**src/design/sdram_cmd_pkg.sv**
```systemverilog
// Purpose: shared types and timing constants for the bank command tracker
// Assumes: 100 MHz system clock, four banks
// Notes:   times are kept in ps and turned into cycle counts here, except the mode set delay, given in cycles
package sdram_cmd_pkg;

   localparam int CLK_PERIOD_PS = 10000;

   // least times, rounded up to whole cycles
   localparam int PRECHARGE_PERIOD_PS        = 20000;
   localparam int ACTIVATE_TO_COLUMN_DELAY_PS = 20000;
   localparam int REFRESH_CYCLE_TIME_PS      = 66000;
   localparam int SELF_REFRESH_EXIT_TIME_PS  = 75000;
   localparam int MODE_SET_DELAY_CYC         = 2;

   localparam int PRECHARGE_PERIOD_CYC =
      (PRECHARGE_PERIOD_PS + CLK_PERIOD_PS - 1) / CLK_PERIOD_PS;
   localparam int ACTIVATE_TO_COLUMN_DELAY_CYC =
      (ACTIVATE_TO_COLUMN_DELAY_PS + CLK_PERIOD_PS - 1) / CLK_PERIOD_PS;
   localparam int REFRESH_CYCLE_TIME_CYC =
      (REFRESH_CYCLE_TIME_PS + CLK_PERIOD_PS - 1) / CLK_PERIOD_PS;
   localparam int SELF_REFRESH_EXIT_TIME_CYC =
      (SELF_REFRESH_EXIT_TIME_PS + CLK_PERIOD_PS - 1) / CLK_PERIOD_PS;

   localparam int BURST_LEN_DEF = 4;
   localparam int NUM_BANKS     = 4;
   localparam int CNT_W         = 4;
   localparam int CNT_MAX       = (1 << CNT_W) - 1;

   typedef enum logic [3:0] {
      CMD_INHIBIT   = 4'h0,
      CMD_NOP       = 4'h1,
      CMD_ACTIVATE  = 4'h2,
      CMD_READ      = 4'h3,
      CMD_WRITE     = 4'h4,
      CMD_PRECHARGE = 4'h5,
      CMD_TERMINATE = 4'h6,
      CMD_REFRESH   = 4'h7,
      CMD_MODE_LOAD = 4'h8
   } cmd_t;

   typedef enum logic [2:0] {
      BANK_IDLE        = 3'h0,
      BANK_ACTIVATING  = 3'h1,
      BANK_ACTIVE      = 3'h2,
      BANK_READING     = 3'h3,
      BANK_WRITING     = 3'h4,
      BANK_READ_AP     = 3'h5,
      BANK_WRITE_AP    = 3'h6,
      BANK_PRECHARGING = 3'h7
   } bank_state_t;

   typedef enum logic [2:0] {
      ACT_NONE      = 3'h0,
      ACT_OPEN      = 3'h1,
      ACT_READ      = 3'h2,
      ACT_WRITE     = 3'h3,
      ACT_READ_AP   = 3'h4,
      ACT_WRITE_AP  = 3'h5,
      ACT_PRECHARGE = 3'h6,
      ACT_STOP      = 3'h7
   } action_t;

   typedef enum logic [2:0] {
      DEV_NORMAL    = 3'h0,
      DEV_REFRESH   = 3'h1,
      DEV_MODE      = 3'h2,
      DEV_PALL      = 3'h3,
      DEV_SELF      = 3'h4,
      DEV_SELF_EXIT = 3'h5
   } dev_state_t;

   typedef struct packed {
      logic cke;
      logic cs_n;
      logic ras_n;
      logic cas_n;
      logic we_n;
      logic auto_precharge_addr_bit;
      logic bank_select_hi;
      logic bank_select_lo;
   } cmd_pins_t;

   localparam cmd_pins_t PINS_RESET = 8'h40;

   typedef struct packed {
      bank_state_t st3;
      bank_state_t st2;
      bank_state_t st1;
      bank_state_t st0;
   } bank_states_t;

endpackage : sdram_cmd_pkg

```
**src/design/sdram_bank_command_state.sv**
```systemverilog
// Purpose: command decode and per-bank state legality, four-bank SDRAM
// Assumes: all command pins asynchronous to clk, two-stage synchronised
// Notes:   accept/illegal pulses report the outcome of each edge
`timescale 1ns/10ps
module sdram_bank_command_state #(
   parameter int BURST_LEN = sdram_cmd_pkg::BURST_LEN_DEF,
   parameter int ACTIVATE_TO_COLUMN_DELAY      = sdram_cmd_pkg::ACTIVATE_TO_COLUMN_DELAY_CYC,
   parameter int PRECHARGE_PERIOD       = sdram_cmd_pkg::PRECHARGE_PERIOD_CYC,
   parameter int REFRESH_CYCLE_TIME      = sdram_cmd_pkg::REFRESH_CYCLE_TIME_CYC,
   parameter int MODE_SET_DELAY      = sdram_cmd_pkg::MODE_SET_DELAY_CYC,
   parameter int SELF_REFRESH_EXIT_TIME      = sdram_cmd_pkg::SELF_REFRESH_EXIT_TIME_CYC
) (
   input  wire logic                      clk,
   input  wire logic                      rst,
   input  wire logic                      cke,
   input  wire logic                      cs_n,
   input  wire logic                      ras_n,
   input  wire logic                      cas_n,
   input  wire logic                      we_n,
   input  wire logic                      auto_precharge_addr_bit,
   input  wire logic                      bank_select_hi,
   input  wire logic                      bank_select_lo,
   output sdram_cmd_pkg::bank_states_t    bank_states_q,
   output sdram_cmd_pkg::dev_state_t      dev_state_q,
   output sdram_cmd_pkg::cmd_t            cmd_q,
   output logic                           cmd_accept_q,
   output logic                           cmd_illegal_q,
   output logic                           all_idle_q
);
   localparam int W = sdram_cmd_pkg::CNT_W;
   localparam int NB = sdram_cmd_pkg::NUM_BANKS;
   localparam logic [W-1:0] ZERO    = '0;
   localparam logic [W-1:0] ONE     = W'(1);
   localparam logic [W-1:0] TRP_LD  = W'(PRECHARGE_PERIOD - 1);
   localparam logic [W-1:0] REFRESH_CYCLE_TIME_LD = W'(REFRESH_CYCLE_TIME - 1);
   localparam logic [W-1:0] MODE_SET_DELAY_LD = W'(MODE_SET_DELAY - 1);
   localparam logic [W-1:0] SELF_REFRESH_EXIT_TIME_LD = W'(SELF_REFRESH_EXIT_TIME - 1);

   if (BURST_LEN < 1 || BURST_LEN > sdram_cmd_pkg::CNT_MAX ||
       ACTIVATE_TO_COLUMN_DELAY < 1 || ACTIVATE_TO_COLUMN_DELAY > sdram_cmd_pkg::CNT_MAX ||
       PRECHARGE_PERIOD < 1 || PRECHARGE_PERIOD > sdram_cmd_pkg::CNT_MAX ||
       REFRESH_CYCLE_TIME < 1 || REFRESH_CYCLE_TIME > sdram_cmd_pkg::CNT_MAX ||
       MODE_SET_DELAY < 1 || MODE_SET_DELAY > sdram_cmd_pkg::CNT_MAX ||
       SELF_REFRESH_EXIT_TIME < 1 || SELF_REFRESH_EXIT_TIME > sdram_cmd_pkg::CNT_MAX) begin : g_bad_param
      $error("timing or burst parameter outside counter range");
   end

   // true when the bank may take this command addressed to itself
   function automatic logic own_ok(input sdram_cmd_pkg::bank_state_t s,
                                   input sdram_cmd_pkg::cmd_t c);
      logic ok;
      ok = 1'b0;
      case (c)
         sdram_cmd_pkg::CMD_ACTIVATE:
            ok = (s == sdram_cmd_pkg::BANK_IDLE);
         sdram_cmd_pkg::CMD_READ,
         sdram_cmd_pkg::CMD_WRITE:
            ok = (s == sdram_cmd_pkg::BANK_ACTIVE) ||
                 (s == sdram_cmd_pkg::BANK_READING) ||
                 (s == sdram_cmd_pkg::BANK_WRITING);
         sdram_cmd_pkg::CMD_PRECHARGE:
            ok = (s == sdram_cmd_pkg::BANK_IDLE) ||
                 (s == sdram_cmd_pkg::BANK_ACTIVE) ||
                 (s == sdram_cmd_pkg::BANK_READING) ||
                 (s == sdram_cmd_pkg::BANK_WRITING);
         default: ok = 1'b0;
      endcase
      return ok;
   endfunction : own_ok

   // pin synchroniser; first stage feeds only the second
   sdram_cmd_pkg::cmd_pins_t pins_meta_q;
   sdram_cmd_pkg::cmd_pins_t pins_meta_d;
   sdram_cmd_pkg::cmd_pins_t pins_q;
   sdram_cmd_pkg::cmd_pins_t pins_d;
   logic                     cke_prev_q;
   logic                     cke_prev_d;

   always_comb begin
      pins_meta_d.cke                     = cke;
      pins_meta_d.cs_n                    = cs_n;
      pins_meta_d.ras_n                   = ras_n;
      pins_meta_d.cas_n                   = cas_n;
      pins_meta_d.we_n                    = we_n;
      pins_meta_d.auto_precharge_addr_bit = auto_precharge_addr_bit;
      pins_meta_d.bank_select_hi          = bank_select_hi;
      pins_meta_d.bank_select_lo          = bank_select_lo;
      pins_d                              = pins_meta_q;
      cke_prev_d                          = pins_q.cke;
   end

   always_ff @(posedge clk) begin
      if (rst) begin
         pins_meta_q <= sdram_cmd_pkg::PINS_RESET;
         pins_q      <= sdram_cmd_pkg::PINS_RESET;
         cke_prev_q  <= 1'b0;
      end else begin
         pins_meta_q <= pins_meta_d;
         pins_q      <= pins_d;
         cke_prev_q  <= cke_prev_d;
      end
   end

   sdram_cmd_pkg::cmd_t cmd;

   sdram_cmd_decode u_decode (
      .pins (pins_q),
      .cmd  (cmd)
   );

   sdram_cmd_pkg::bank_state_t st [NB];
   sdram_cmd_pkg::action_t     act [NB];

   for (genvar b = 0; b < NB; b++) begin : g_bank
      sdram_bank_tracker #(
         .ACTIVATE_TO_COLUMN_DELAY  (ACTIVATE_TO_COLUMN_DELAY),
         .PRECHARGE_PERIOD   (PRECHARGE_PERIOD),
         .BURST (BURST_LEN)
      ) u_bank (
         .clk     (clk),
         .rst     (rst),
         .action  (act[b]),
         .state_q (st[b])
      );
   end

   // device-wide state and decision of this edge
   sdram_cmd_pkg::dev_state_t dev_state_d;
   logic [W-1:0]              dev_cnt_q;
   logic [W-1:0]              dev_cnt_d;
   logic [1:0]                last_bank_q;
   logic [1:0]                last_bank_d;
   logic [1:0]                sel;
   logic                      ap;
   logic                      live;
   logic                      busy_cmd;
   logic                      all_idle;
   logic                      all_pre_ok;
   logic                      accept;
   logic                      cmd_accept_d;
   logic                      cmd_illegal_d;

   always_comb begin
      sel        = {pins_q.bank_select_hi, pins_q.bank_select_lo};
      ap         = pins_q.auto_precharge_addr_bit;
      all_idle   = 1'b1;
      all_pre_ok = 1'b1;
      for (int i = 0; i < NB; i++) begin
         all_idle   = all_idle && (st[i] == sdram_cmd_pkg::BANK_IDLE);
         all_pre_ok = all_pre_ok && own_ok(st[i],
                                           sdram_cmd_pkg::CMD_PRECHARGE);
      end
      // both clock-enable samples high, normal operation
      live     = cke_prev_q && pins_q.cke &&
                 (dev_state_q == sdram_cmd_pkg::DEV_NORMAL);
      busy_cmd = (cmd != sdram_cmd_pkg::CMD_INHIBIT) &&
                 (cmd != sdram_cmd_pkg::CMD_NOP);
      accept   = 1'b0;
      if (live) begin
         case (cmd)
            sdram_cmd_pkg::CMD_REFRESH,
            sdram_cmd_pkg::CMD_MODE_LOAD:
               accept = all_idle;
            sdram_cmd_pkg::CMD_PRECHARGE:
               accept = ap ? all_pre_ok : own_ok(st[sel], cmd);
            sdram_cmd_pkg::CMD_TERMINATE:
               accept = (st[last_bank_q] == sdram_cmd_pkg::BANK_READING) ||
                        (st[last_bank_q] == sdram_cmd_pkg::BANK_WRITING);
            // other banks never block these
            sdram_cmd_pkg::CMD_ACTIVATE,
            sdram_cmd_pkg::CMD_READ,
            sdram_cmd_pkg::CMD_WRITE:
               accept = own_ok(st[sel], cmd);
            default: accept = 1'b0;
         endcase
      end
      // anything else that tries to execute is flagged
      cmd_accept_d  = accept;
      cmd_illegal_d = busy_cmd && !accept;

      for (int i = 0; i < NB; i++) begin
         act[i] = sdram_cmd_pkg::ACT_NONE;
         if (accept) begin
            case (cmd)
               sdram_cmd_pkg::CMD_ACTIVATE:
                  if (sel == 2'(i)) act[i] = sdram_cmd_pkg::ACT_OPEN;
               sdram_cmd_pkg::CMD_READ:
                  if (sel == 2'(i))
                     act[i] = ap ? sdram_cmd_pkg::ACT_READ_AP
                                 : sdram_cmd_pkg::ACT_READ;
                  else
                     act[i] = sdram_cmd_pkg::ACT_STOP;
               sdram_cmd_pkg::CMD_WRITE:
                  if (sel == 2'(i))
                     act[i] = ap ? sdram_cmd_pkg::ACT_WRITE_AP
                                 : sdram_cmd_pkg::ACT_WRITE;
                  else
                     act[i] = sdram_cmd_pkg::ACT_STOP;
               sdram_cmd_pkg::CMD_PRECHARGE:
                  if (ap) begin
                     act[i] = sdram_cmd_pkg::ACT_PRECHARGE;
                  end else if (sel == 2'(i) &&
                               st[i] != sdram_cmd_pkg::BANK_IDLE) begin
                     act[i] = sdram_cmd_pkg::ACT_PRECHARGE;
                  end
               sdram_cmd_pkg::CMD_TERMINATE:
                  if (last_bank_q == 2'(i))
                     act[i] = sdram_cmd_pkg::ACT_STOP;
               default: act[i] = sdram_cmd_pkg::ACT_NONE;
            endcase
         end
      end

      last_bank_d = last_bank_q;
      if (accept && (cmd == sdram_cmd_pkg::CMD_READ ||
                     cmd == sdram_cmd_pkg::CMD_WRITE)) begin
         last_bank_d = sel;
      end

      dev_state_d = dev_state_q;
      dev_cnt_d   = (dev_cnt_q == ZERO) ? ZERO : dev_cnt_q - ONE;
      case (dev_state_q)
         sdram_cmd_pkg::DEV_NORMAL: begin
            if (accept && cmd == sdram_cmd_pkg::CMD_REFRESH) begin
               dev_state_d = sdram_cmd_pkg::DEV_REFRESH;
               dev_cnt_d   = REFRESH_CYCLE_TIME_LD;
            end else if (accept && cmd == sdram_cmd_pkg::CMD_MODE_LOAD) begin
               dev_state_d = sdram_cmd_pkg::DEV_MODE;
               dev_cnt_d   = MODE_SET_DELAY_LD;
            end else if (accept && cmd == sdram_cmd_pkg::CMD_PRECHARGE &&
                         ap) begin
               dev_state_d = sdram_cmd_pkg::DEV_PALL;
               dev_cnt_d   = TRP_LD;
            end else if (cke_prev_q && !pins_q.cke && all_idle &&
                         cmd == sdram_cmd_pkg::CMD_REFRESH) begin
               dev_state_d = sdram_cmd_pkg::DEV_SELF;
            end
         end
         sdram_cmd_pkg::DEV_REFRESH,
         sdram_cmd_pkg::DEV_MODE,
         sdram_cmd_pkg::DEV_PALL,
         sdram_cmd_pkg::DEV_SELF_EXIT: begin
            if (dev_cnt_q == ZERO) begin
               dev_state_d = sdram_cmd_pkg::DEV_NORMAL;
            end
         end
         sdram_cmd_pkg::DEV_SELF: begin
            if (pins_q.cke) begin
               dev_state_d = sdram_cmd_pkg::DEV_SELF_EXIT;
               dev_cnt_d   = SELF_REFRESH_EXIT_TIME_LD;
            end
         end
         default: dev_state_d = sdram_cmd_pkg::DEV_NORMAL;
      endcase
   end

   always_ff @(posedge clk) begin
      if (rst) begin
         dev_state_q   <= sdram_cmd_pkg::DEV_NORMAL;
         dev_cnt_q     <= '0;
         last_bank_q   <= '0;
         cmd_q         <= sdram_cmd_pkg::CMD_INHIBIT;
         cmd_accept_q  <= 1'b0;
         cmd_illegal_q <= 1'b0;
      end else begin
         dev_state_q   <= dev_state_d;
         dev_cnt_q     <= dev_cnt_d;
         last_bank_q   <= last_bank_d;
         cmd_q         <= cmd;
         cmd_accept_q  <= cmd_accept_d;
         cmd_illegal_q <= cmd_illegal_d;
      end
   end

   // status copies so every output leaves a flip-flop of this module
   sdram_cmd_pkg::bank_states_t bank_states_d;
   logic                        all_idle_d;

   always_comb begin
      bank_states_d.st0 = st[0];
      bank_states_d.st1 = st[1];
      bank_states_d.st2 = st[2];
      bank_states_d.st3 = st[3];
      all_idle_d        = all_idle &&
                          (dev_state_q == sdram_cmd_pkg::DEV_NORMAL);
   end

   always_ff @(posedge clk) begin
      if (rst) begin
         bank_states_q <= '0;
         all_idle_q    <= 1'b0;
      end else begin
         bank_states_q <= bank_states_d;
         all_idle_q    <= all_idle_d;
      end
   end
endmodule : sdram_bank_command_state

```
**src/design/sdram_bank_tracker.sv**
```systemverilog
// Purpose: state and delay counter of one bank
// Assumes: action already checked for legality by the caller
// Notes:   reset leaves the bank idle
`timescale 1ns/10ps
module sdram_bank_tracker #(
   parameter int ACTIVATE_TO_COLUMN_DELAY  = sdram_cmd_pkg::ACTIVATE_TO_COLUMN_DELAY_CYC,
   parameter int PRECHARGE_PERIOD   = sdram_cmd_pkg::PRECHARGE_PERIOD_CYC,
   parameter int BURST = sdram_cmd_pkg::BURST_LEN_DEF
) (
   input  wire logic                   clk,
   input  wire logic                   rst,
   input  wire sdram_cmd_pkg::action_t action,
   output sdram_cmd_pkg::bank_state_t  state_q
);
   localparam int W = sdram_cmd_pkg::CNT_W;
   localparam logic [W-1:0] ACTIVATE_TO_COLUMN_DELAY_LD  = W'(ACTIVATE_TO_COLUMN_DELAY - 1);
   localparam logic [W-1:0] TRP_LD   = W'(PRECHARGE_PERIOD - 1);
   localparam logic [W-1:0] BURST_LD = W'(BURST - 1);
   localparam logic [W-1:0] ZERO     = '0;
   localparam logic [W-1:0] ONE      = W'(1);

   sdram_cmd_pkg::bank_state_t state_d;
   logic [W-1:0]               cnt_q;
   logic [W-1:0]               cnt_d;

   always_comb begin
      state_d = state_q;
      cnt_d   = (cnt_q == ZERO) ? ZERO : cnt_q - ONE;
      case (action)
         sdram_cmd_pkg::ACT_OPEN: begin
            state_d = sdram_cmd_pkg::BANK_ACTIVATING;
            cnt_d   = ACTIVATE_TO_COLUMN_DELAY_LD;
         end
         sdram_cmd_pkg::ACT_READ: begin
            state_d = sdram_cmd_pkg::BANK_READING;
            cnt_d   = BURST_LD;
         end
         sdram_cmd_pkg::ACT_WRITE: begin
            state_d = sdram_cmd_pkg::BANK_WRITING;
            cnt_d   = BURST_LD;
         end
         sdram_cmd_pkg::ACT_READ_AP: begin
            state_d = sdram_cmd_pkg::BANK_READ_AP;
            cnt_d   = BURST_LD;
         end
         sdram_cmd_pkg::ACT_WRITE_AP: begin
            state_d = sdram_cmd_pkg::BANK_WRITE_AP;
            cnt_d   = BURST_LD;
         end
         sdram_cmd_pkg::ACT_PRECHARGE: begin
            state_d = sdram_cmd_pkg::BANK_PRECHARGING;
            cnt_d   = TRP_LD;
         end
         sdram_cmd_pkg::ACT_STOP: begin
            case (state_q)
               sdram_cmd_pkg::BANK_READING,
               sdram_cmd_pkg::BANK_WRITING:
                  state_d = sdram_cmd_pkg::BANK_ACTIVE;
               sdram_cmd_pkg::BANK_READ_AP,
               sdram_cmd_pkg::BANK_WRITE_AP: begin
                  state_d = sdram_cmd_pkg::BANK_PRECHARGING;
                  cnt_d   = TRP_LD;
               end
               // a stop from another bank must not delay an expiry
               sdram_cmd_pkg::BANK_ACTIVATING:
                  if (cnt_q == ZERO)
                     state_d = sdram_cmd_pkg::BANK_ACTIVE;
               sdram_cmd_pkg::BANK_PRECHARGING:
                  if (cnt_q == ZERO)
                     state_d = sdram_cmd_pkg::BANK_IDLE;
               default: state_d = state_q;
            endcase
         end
         default: begin
            if (cnt_q == ZERO) begin
               case (state_q)
                  sdram_cmd_pkg::BANK_ACTIVATING,
                  sdram_cmd_pkg::BANK_READING,
                  sdram_cmd_pkg::BANK_WRITING:
                     state_d = sdram_cmd_pkg::BANK_ACTIVE;
                  sdram_cmd_pkg::BANK_READ_AP,
                  sdram_cmd_pkg::BANK_WRITE_AP: begin
                     state_d = sdram_cmd_pkg::BANK_PRECHARGING;
                     cnt_d   = TRP_LD;
                  end
                  sdram_cmd_pkg::BANK_PRECHARGING:
                     state_d = sdram_cmd_pkg::BANK_IDLE;
                  default: state_d = state_q;
               endcase
            end
         end
      endcase
   end

   always_ff @(posedge clk) begin
      if (rst) begin
         state_q <= sdram_cmd_pkg::BANK_IDLE;
         cnt_q   <= '0;
      end else begin
         state_q <= state_d;
         cnt_q   <= cnt_d;
      end
   end
endmodule : sdram_bank_tracker

```
**src/design/sdram_cmd_decode.sv**
```systemverilog
// Purpose: turns the registered strobe levels into one command code
// Assumes: pins already synchronised to clk
// Notes:   purely combinational
`timescale 1ns/10ps
module sdram_cmd_decode (
   input  wire sdram_cmd_pkg::cmd_pins_t pins,
   output sdram_cmd_pkg::cmd_t           cmd
);
   always_comb begin
      if (pins.cs_n) begin
         cmd = sdram_cmd_pkg::CMD_INHIBIT;
      end else begin
         case ({pins.ras_n, pins.cas_n, pins.we_n})
            3'h7:    cmd = sdram_cmd_pkg::CMD_NOP;
            3'h3:    cmd = sdram_cmd_pkg::CMD_ACTIVATE;
            3'h5:    cmd = sdram_cmd_pkg::CMD_READ;
            3'h4:    cmd = sdram_cmd_pkg::CMD_WRITE;
            3'h2:    cmd = sdram_cmd_pkg::CMD_PRECHARGE;
            3'h6:    cmd = sdram_cmd_pkg::CMD_TERMINATE;
            3'h1:    cmd = sdram_cmd_pkg::CMD_REFRESH;
            3'h0:    cmd = sdram_cmd_pkg::CMD_MODE_LOAD;
            default: cmd = sdram_cmd_pkg::CMD_NOP;
         endcase
      end
   end
endmodule : sdram_cmd_decode

```
**config.mk**
```make
export PLATFORM = sky130hd
export DESIGN_NAME = sdram_bank_command_state
export DESIGN_NICKNAME = d
export VERILOG_FILES = /design/src/design/sdram_cmd_pkg.sv /design/src/design/sdram_bank_command_state.sv /design/src/design/sdram_bank_tracker.sv /design/src/design/sdram_cmd_decode.sv
export SDC_FILE = /design/constraint.sdc
export NUM_CORES = 1
export LEC_CHECK = 0
export ABC_AREA = 1
export BUFFER_PORTS_ARGS = -buffer_cell sky130_fd_sc_hd__buf_2
export CORE_MARGIN = 1.5
export CORE_UTILIZATION = 35
export CTS_CLUSTER_SIZE = 30
export DETAILED_ROUTE_END_ITERATION = 7
export GPL_TIMING_DRIVEN = 1
export SLEW_MARGIN = 20
export SYNTH_ARGS = -nofsm -noshare
export SYNTH_HDL_FRONTEND = slang
export SYNTH_SLANG_ARGS = --single-unit
```
**constraint.sdc**
```tcl
create_clock -name clk -period 2.27 [get_ports clk]
set_input_delay 0.227 -clock clk [delete_from_list [all_inputs] [get_ports clk]]
set_output_delay 0.227 -clock clk [all_outputs]
set_load 0.05 [all_outputs]
```
==> results.md <==
- Share of cells above drive strength 1: between 30% and 40%
- Crit path from: g_bank[1].u_bank.state_q[1]
- CP max FO: 8
- Grt met1 use: approximately 22%
- Die Area: 13700 um^2
- Leakage: about 3.1 nW
- Hold crit path type: input pin to register
- Slew Viols, Final: 0
- Status: finished, final reports clean
- Compound-cell area share of the yosys netlist: ~11%
- Met3 Use GR: under 10%
- CTS Buffer Depth: 2
- CP top delay family: simple AND/OR/NAND/NOR gates
- Reg-to-reg critical path startpoint: g_bank[1].u_bank.state_q[1]
- IO Pins: 32
- Setup violators final: 0
- Final Hold Fails: 0
- Crit path capture: g_bank[2].u_bank.state_q[2]
- MaxCap Viol Count: 0
- Count of cell types in the netlist: 45
- Final non-filler cell total: a little under 1k
- First-pass GRT wire length: roughly 19000 um
- WP buf/inv: 2
- GPL Wtd Cong: between 0.9 and 1
- # placed instances: ~960
- Synth Flop Type: dfxtp_1
- Min Tclk post-route: 2.18 ns
- Clock skew: a little under 0.006 ns
- Max Fclk: roughly 460 MHz
- GRT met2 Usage: between 20% and 30%
- Ys Warns: 0
- Final WL: roughly 11000 um
- Vias/cell: 4.60
- Levels on crit path: 17
- Area after DPL: approximately 5300 um^2
- Post-synthesis xor/xnor area fraction: around 1.2%
- Post-Syn Instances: approximately 710
- Post-Syn Area: ~4600 um^2
- Root Buffer: clkbuf_16
- CP max-delay cell: dfxtp_1
- Vias in the first global route: 4256
- First-pass DRT Iterations: 4
- Slowest Stage Delay on Critical Path: 0.35 ns
- Mean Syn Cell Area: between 6 and 7 um^2
- Remaining DRCs: 0
- Initial DRC count: between 150 and 200
- Adder-Cell Fraction of Synth Area: under 10%
- CP cell instances: buf_4, nand3_1, nand2_1, nor2_2, nand2_1, nor2_2, nor2_2, nand3_4, buf_12, nand3_2, nor2_1, nand2_1, nand2_1, nor2_2, nand2_1, nor2_1, nor2_2
- Worst R2R Path Depth: 17
- Post-DP HPWL: roughly 8600 um
- Total GRT Usage: ~18%
- Post-synth EDFFs: 0
- Fillcell total: approximately 1.3k
- CP Launch Type: register
- Reg2reg end: g_bank[2].u_bank.state_q[2]
- DRT antenna net count: 0
- Cell Rows: 41
- Area growth syn-to-layout: 29.7%
- PD cells: between 800 and 900 nW/um^2
- CP required: 2.50 ns
- CTS tree: done
- Port buffer count: 31
- Worst slew margin: 50.2%
- Initial antenna violation count: 0
- Later-pin clock latency in the skew report: 0.34 ns
- Sequential fraction of the synthesis area: around 32%
- VDD IR-drop max: between 0.4 and 0.5 mV
- Clk slew on worst S/H paths: roughly 0.060 ns
- Inserted Diodes: 0
- Crit share post-route: 95.9%
- Die Span Y: 117 um
- WL per Instance: ~11 um
- Largest net degree at the start of global routing: 48
- Ys async rst share: 0%
- Reg2Reg Setup Slack: a little over 0.09 ns
- CP arrival: 2.41 ns
- Vias: 4553
- Seq cells post-synth: 74
- Synth Area in Simple Gates: a little over two fifths
- GR Overflow Total: 0
- Initial core utilization: between 30% and 40%
- Fin nets: a little over 800
- Core area: 12700 um^2
- Gr busiest metal: met2
- Final Cell Area: 5920 um^2
- H-tree lvl count: 3
- Die Span X: about 120 um
- Largest family of logic cells by synthesized area: simple AND/OR/NAND/NOR gates
- Clock sink count: between 70 and 80
- Mapped Nets: 730
- Tightest Pin Transition: between 0.7 and 0.8 ns
- Unrepaired setup endpoints after global routing: yes
- Setup crit end kind: register
- Post-synthesis mux area share: 0%
- CTS buffer count: 9
- WS Path Type: register to register
- Hold-fix buffers at CTS: 0
flip-flops by register name, indices dropped and copies added (netlist names), 2 cells and up, named ones only:
register,flops
g_bank.u_bank.state_q,12
pins_q,3
g_bank.u_bank.cnt_q,16
dev_state_q,3
dev_cnt_q,4
last_bank_q,2
bank_states_q,12
cmd_q,4
pins_d,8
Yosys cell counts, types with 3 or more instances:
cell type / n / area, um^2
a211oi_1: 3 / 22.5
a21oi_1: 29 / 145
a31oi_1: 7 / 43.8
buf_2: 5 / 25.0
clkbuf_1: 5 / 18.8
dfxtp_1: 74 / 1480
ha_1: 6 / 75.1
inv_1: 84 / 315
inv_2: 19 / 71.3
inv_4: 3 / 18.8
nand2_1: 182 / 683
nand2_2: 15 / 93.8
nand3_1: 35 / 175
nand3_2: 8 / 80.1
nand3b_1: 3 / 22.5
nand4_1: 13 / 81.3
nor2_1: 125 / 469
nor2_2: 9 / 56.3
nor2_4: 3 / 33.8
nor3_1: 8 / 40.0
o21ai_0: 34 / 170
o21ai_1: 8 / 40.0
o22ai_1: 3 / 18.8
xnor2_1: 5 / 43.8
worst reg2reg max path, stage by stage, from the launching register on:
cell and delay [ns]:
dfxtp_1 0.35, buf_4 0.16, nand3_1 0.09, nand2_1 0.11, nor2_2 0.05, nand2_1 0.08, nor2_2 0.04, nor2_2 0.15
nand3_4 0.17, buf_12 0.19, nand3_2 0.11, nor2_1 0.05, nand2_1 0.05, nand2_1 0.07, nor2_2 0.12, nand2_1 0.06
nor2_1 0.13, nor2_2 0.06
layout make-up:
class	instances	area [um^2]	share of cell area, %
multi-input combinational	519	2780	47.0
sequential	74	1500	25.3
timing repair buffer	102	708	12.0
inverter	107	428	7.22
clock buffer	10	239	4.03
tap	172	215	3.63
clock inverter	6	50.0	0.845
power breakdown:
part	switching [W]	internal (W)	total (W)	leakage, nW
logic	0.00122	0.000885	0.00211	2.39
clock network	0.000584	0.000780	0.00136	0.136
registers	0.000172	0.00154	0.00171	0.609
metal layers:
| metal | share of wire [%] | up-vias |
|---|---|---|
| met5 | 0 | - |
| met4 | 1.1 | 0 |
| met3 | 2.6 | 7 |
| met2 | 48 | 49 |
| met1 | 48 | 2040 |
| li1 | - | 2457 |
cells by family (layout without fill, tap and decap cells):
logic type	after synthesis	after routing
fa+ha+maj	6	6
compound gates	93	93
xor+xnor	6	6
simple gates	414	414
buf+inv	121	225
flops	74	74
cells in the final DEF, fill, tap and decap left out, types with 3 or more instances in the layout:
master,instances
nand2_4,6
o21ai_2,3
nand4_1,13
inv_1,78
nand2_1,169
nand2_2,23
nor3_1,8
a21oi_1,26
ha_1,6
nand3_4,4
nor2_1,108
buf_2,31
a211oi_1,3
inv_4,5
buf_4,68
o21ai_0,31
inv_2,23
nand3_2,7
a21oi_2,4
o22ai_1,3
clkbuf_16,9
nor2_4,8
dfxtp_1,64
nor2_2,21
a31oi_1,7
xnor2_1,5
nand3b_1,3
dfxtp_2,8
nand3_1,32
o21ai_1,8
worst min path at each step:
stage	cells past startpoint	endpoint	slack, ns	from
floorplan	1	pins_d[6]	0.33	cs_n
global placement	1	pins_q[6]	0.39	pins_d[6]
detailed placement	2	pins_q[1]	0.39	pins_d[1]
CTS	2	pins_d[6]	0.05	cs_n
global route	2	pins_d[6]	0.05	cs_n
finish	2	pins_d[6]	0.06	cs_n
what timing repair did:
item / CTS / global route
endpoints found under the hold margin: 0 / 0
gates resized for setup: 3 / 79
pin swaps: 0 / 20
buffers inserted: 0 / 10
setup endpoints to repair: 12 / 32
through the flow:
step	setup slack [ns]	setup TNS, ns	util, %	hold slack (ns)	total power (W)
after global routing	-0.0946	-1.02	46.7	0.0529	0.00559
after detailed placement	-0.0285	-0.0883	41.9	0.392	0.00378
after CTS	0.0129	0	44.3	0.0463	0.00518
final	0.0924	0	46.7	0.0609	0.00518
after floorplan	0.137	0	-	0.331	0.00313
after global placement	-0.0353	-0.0669	41.9	0.391	0.00378
(Power assumes the default switching activity.)
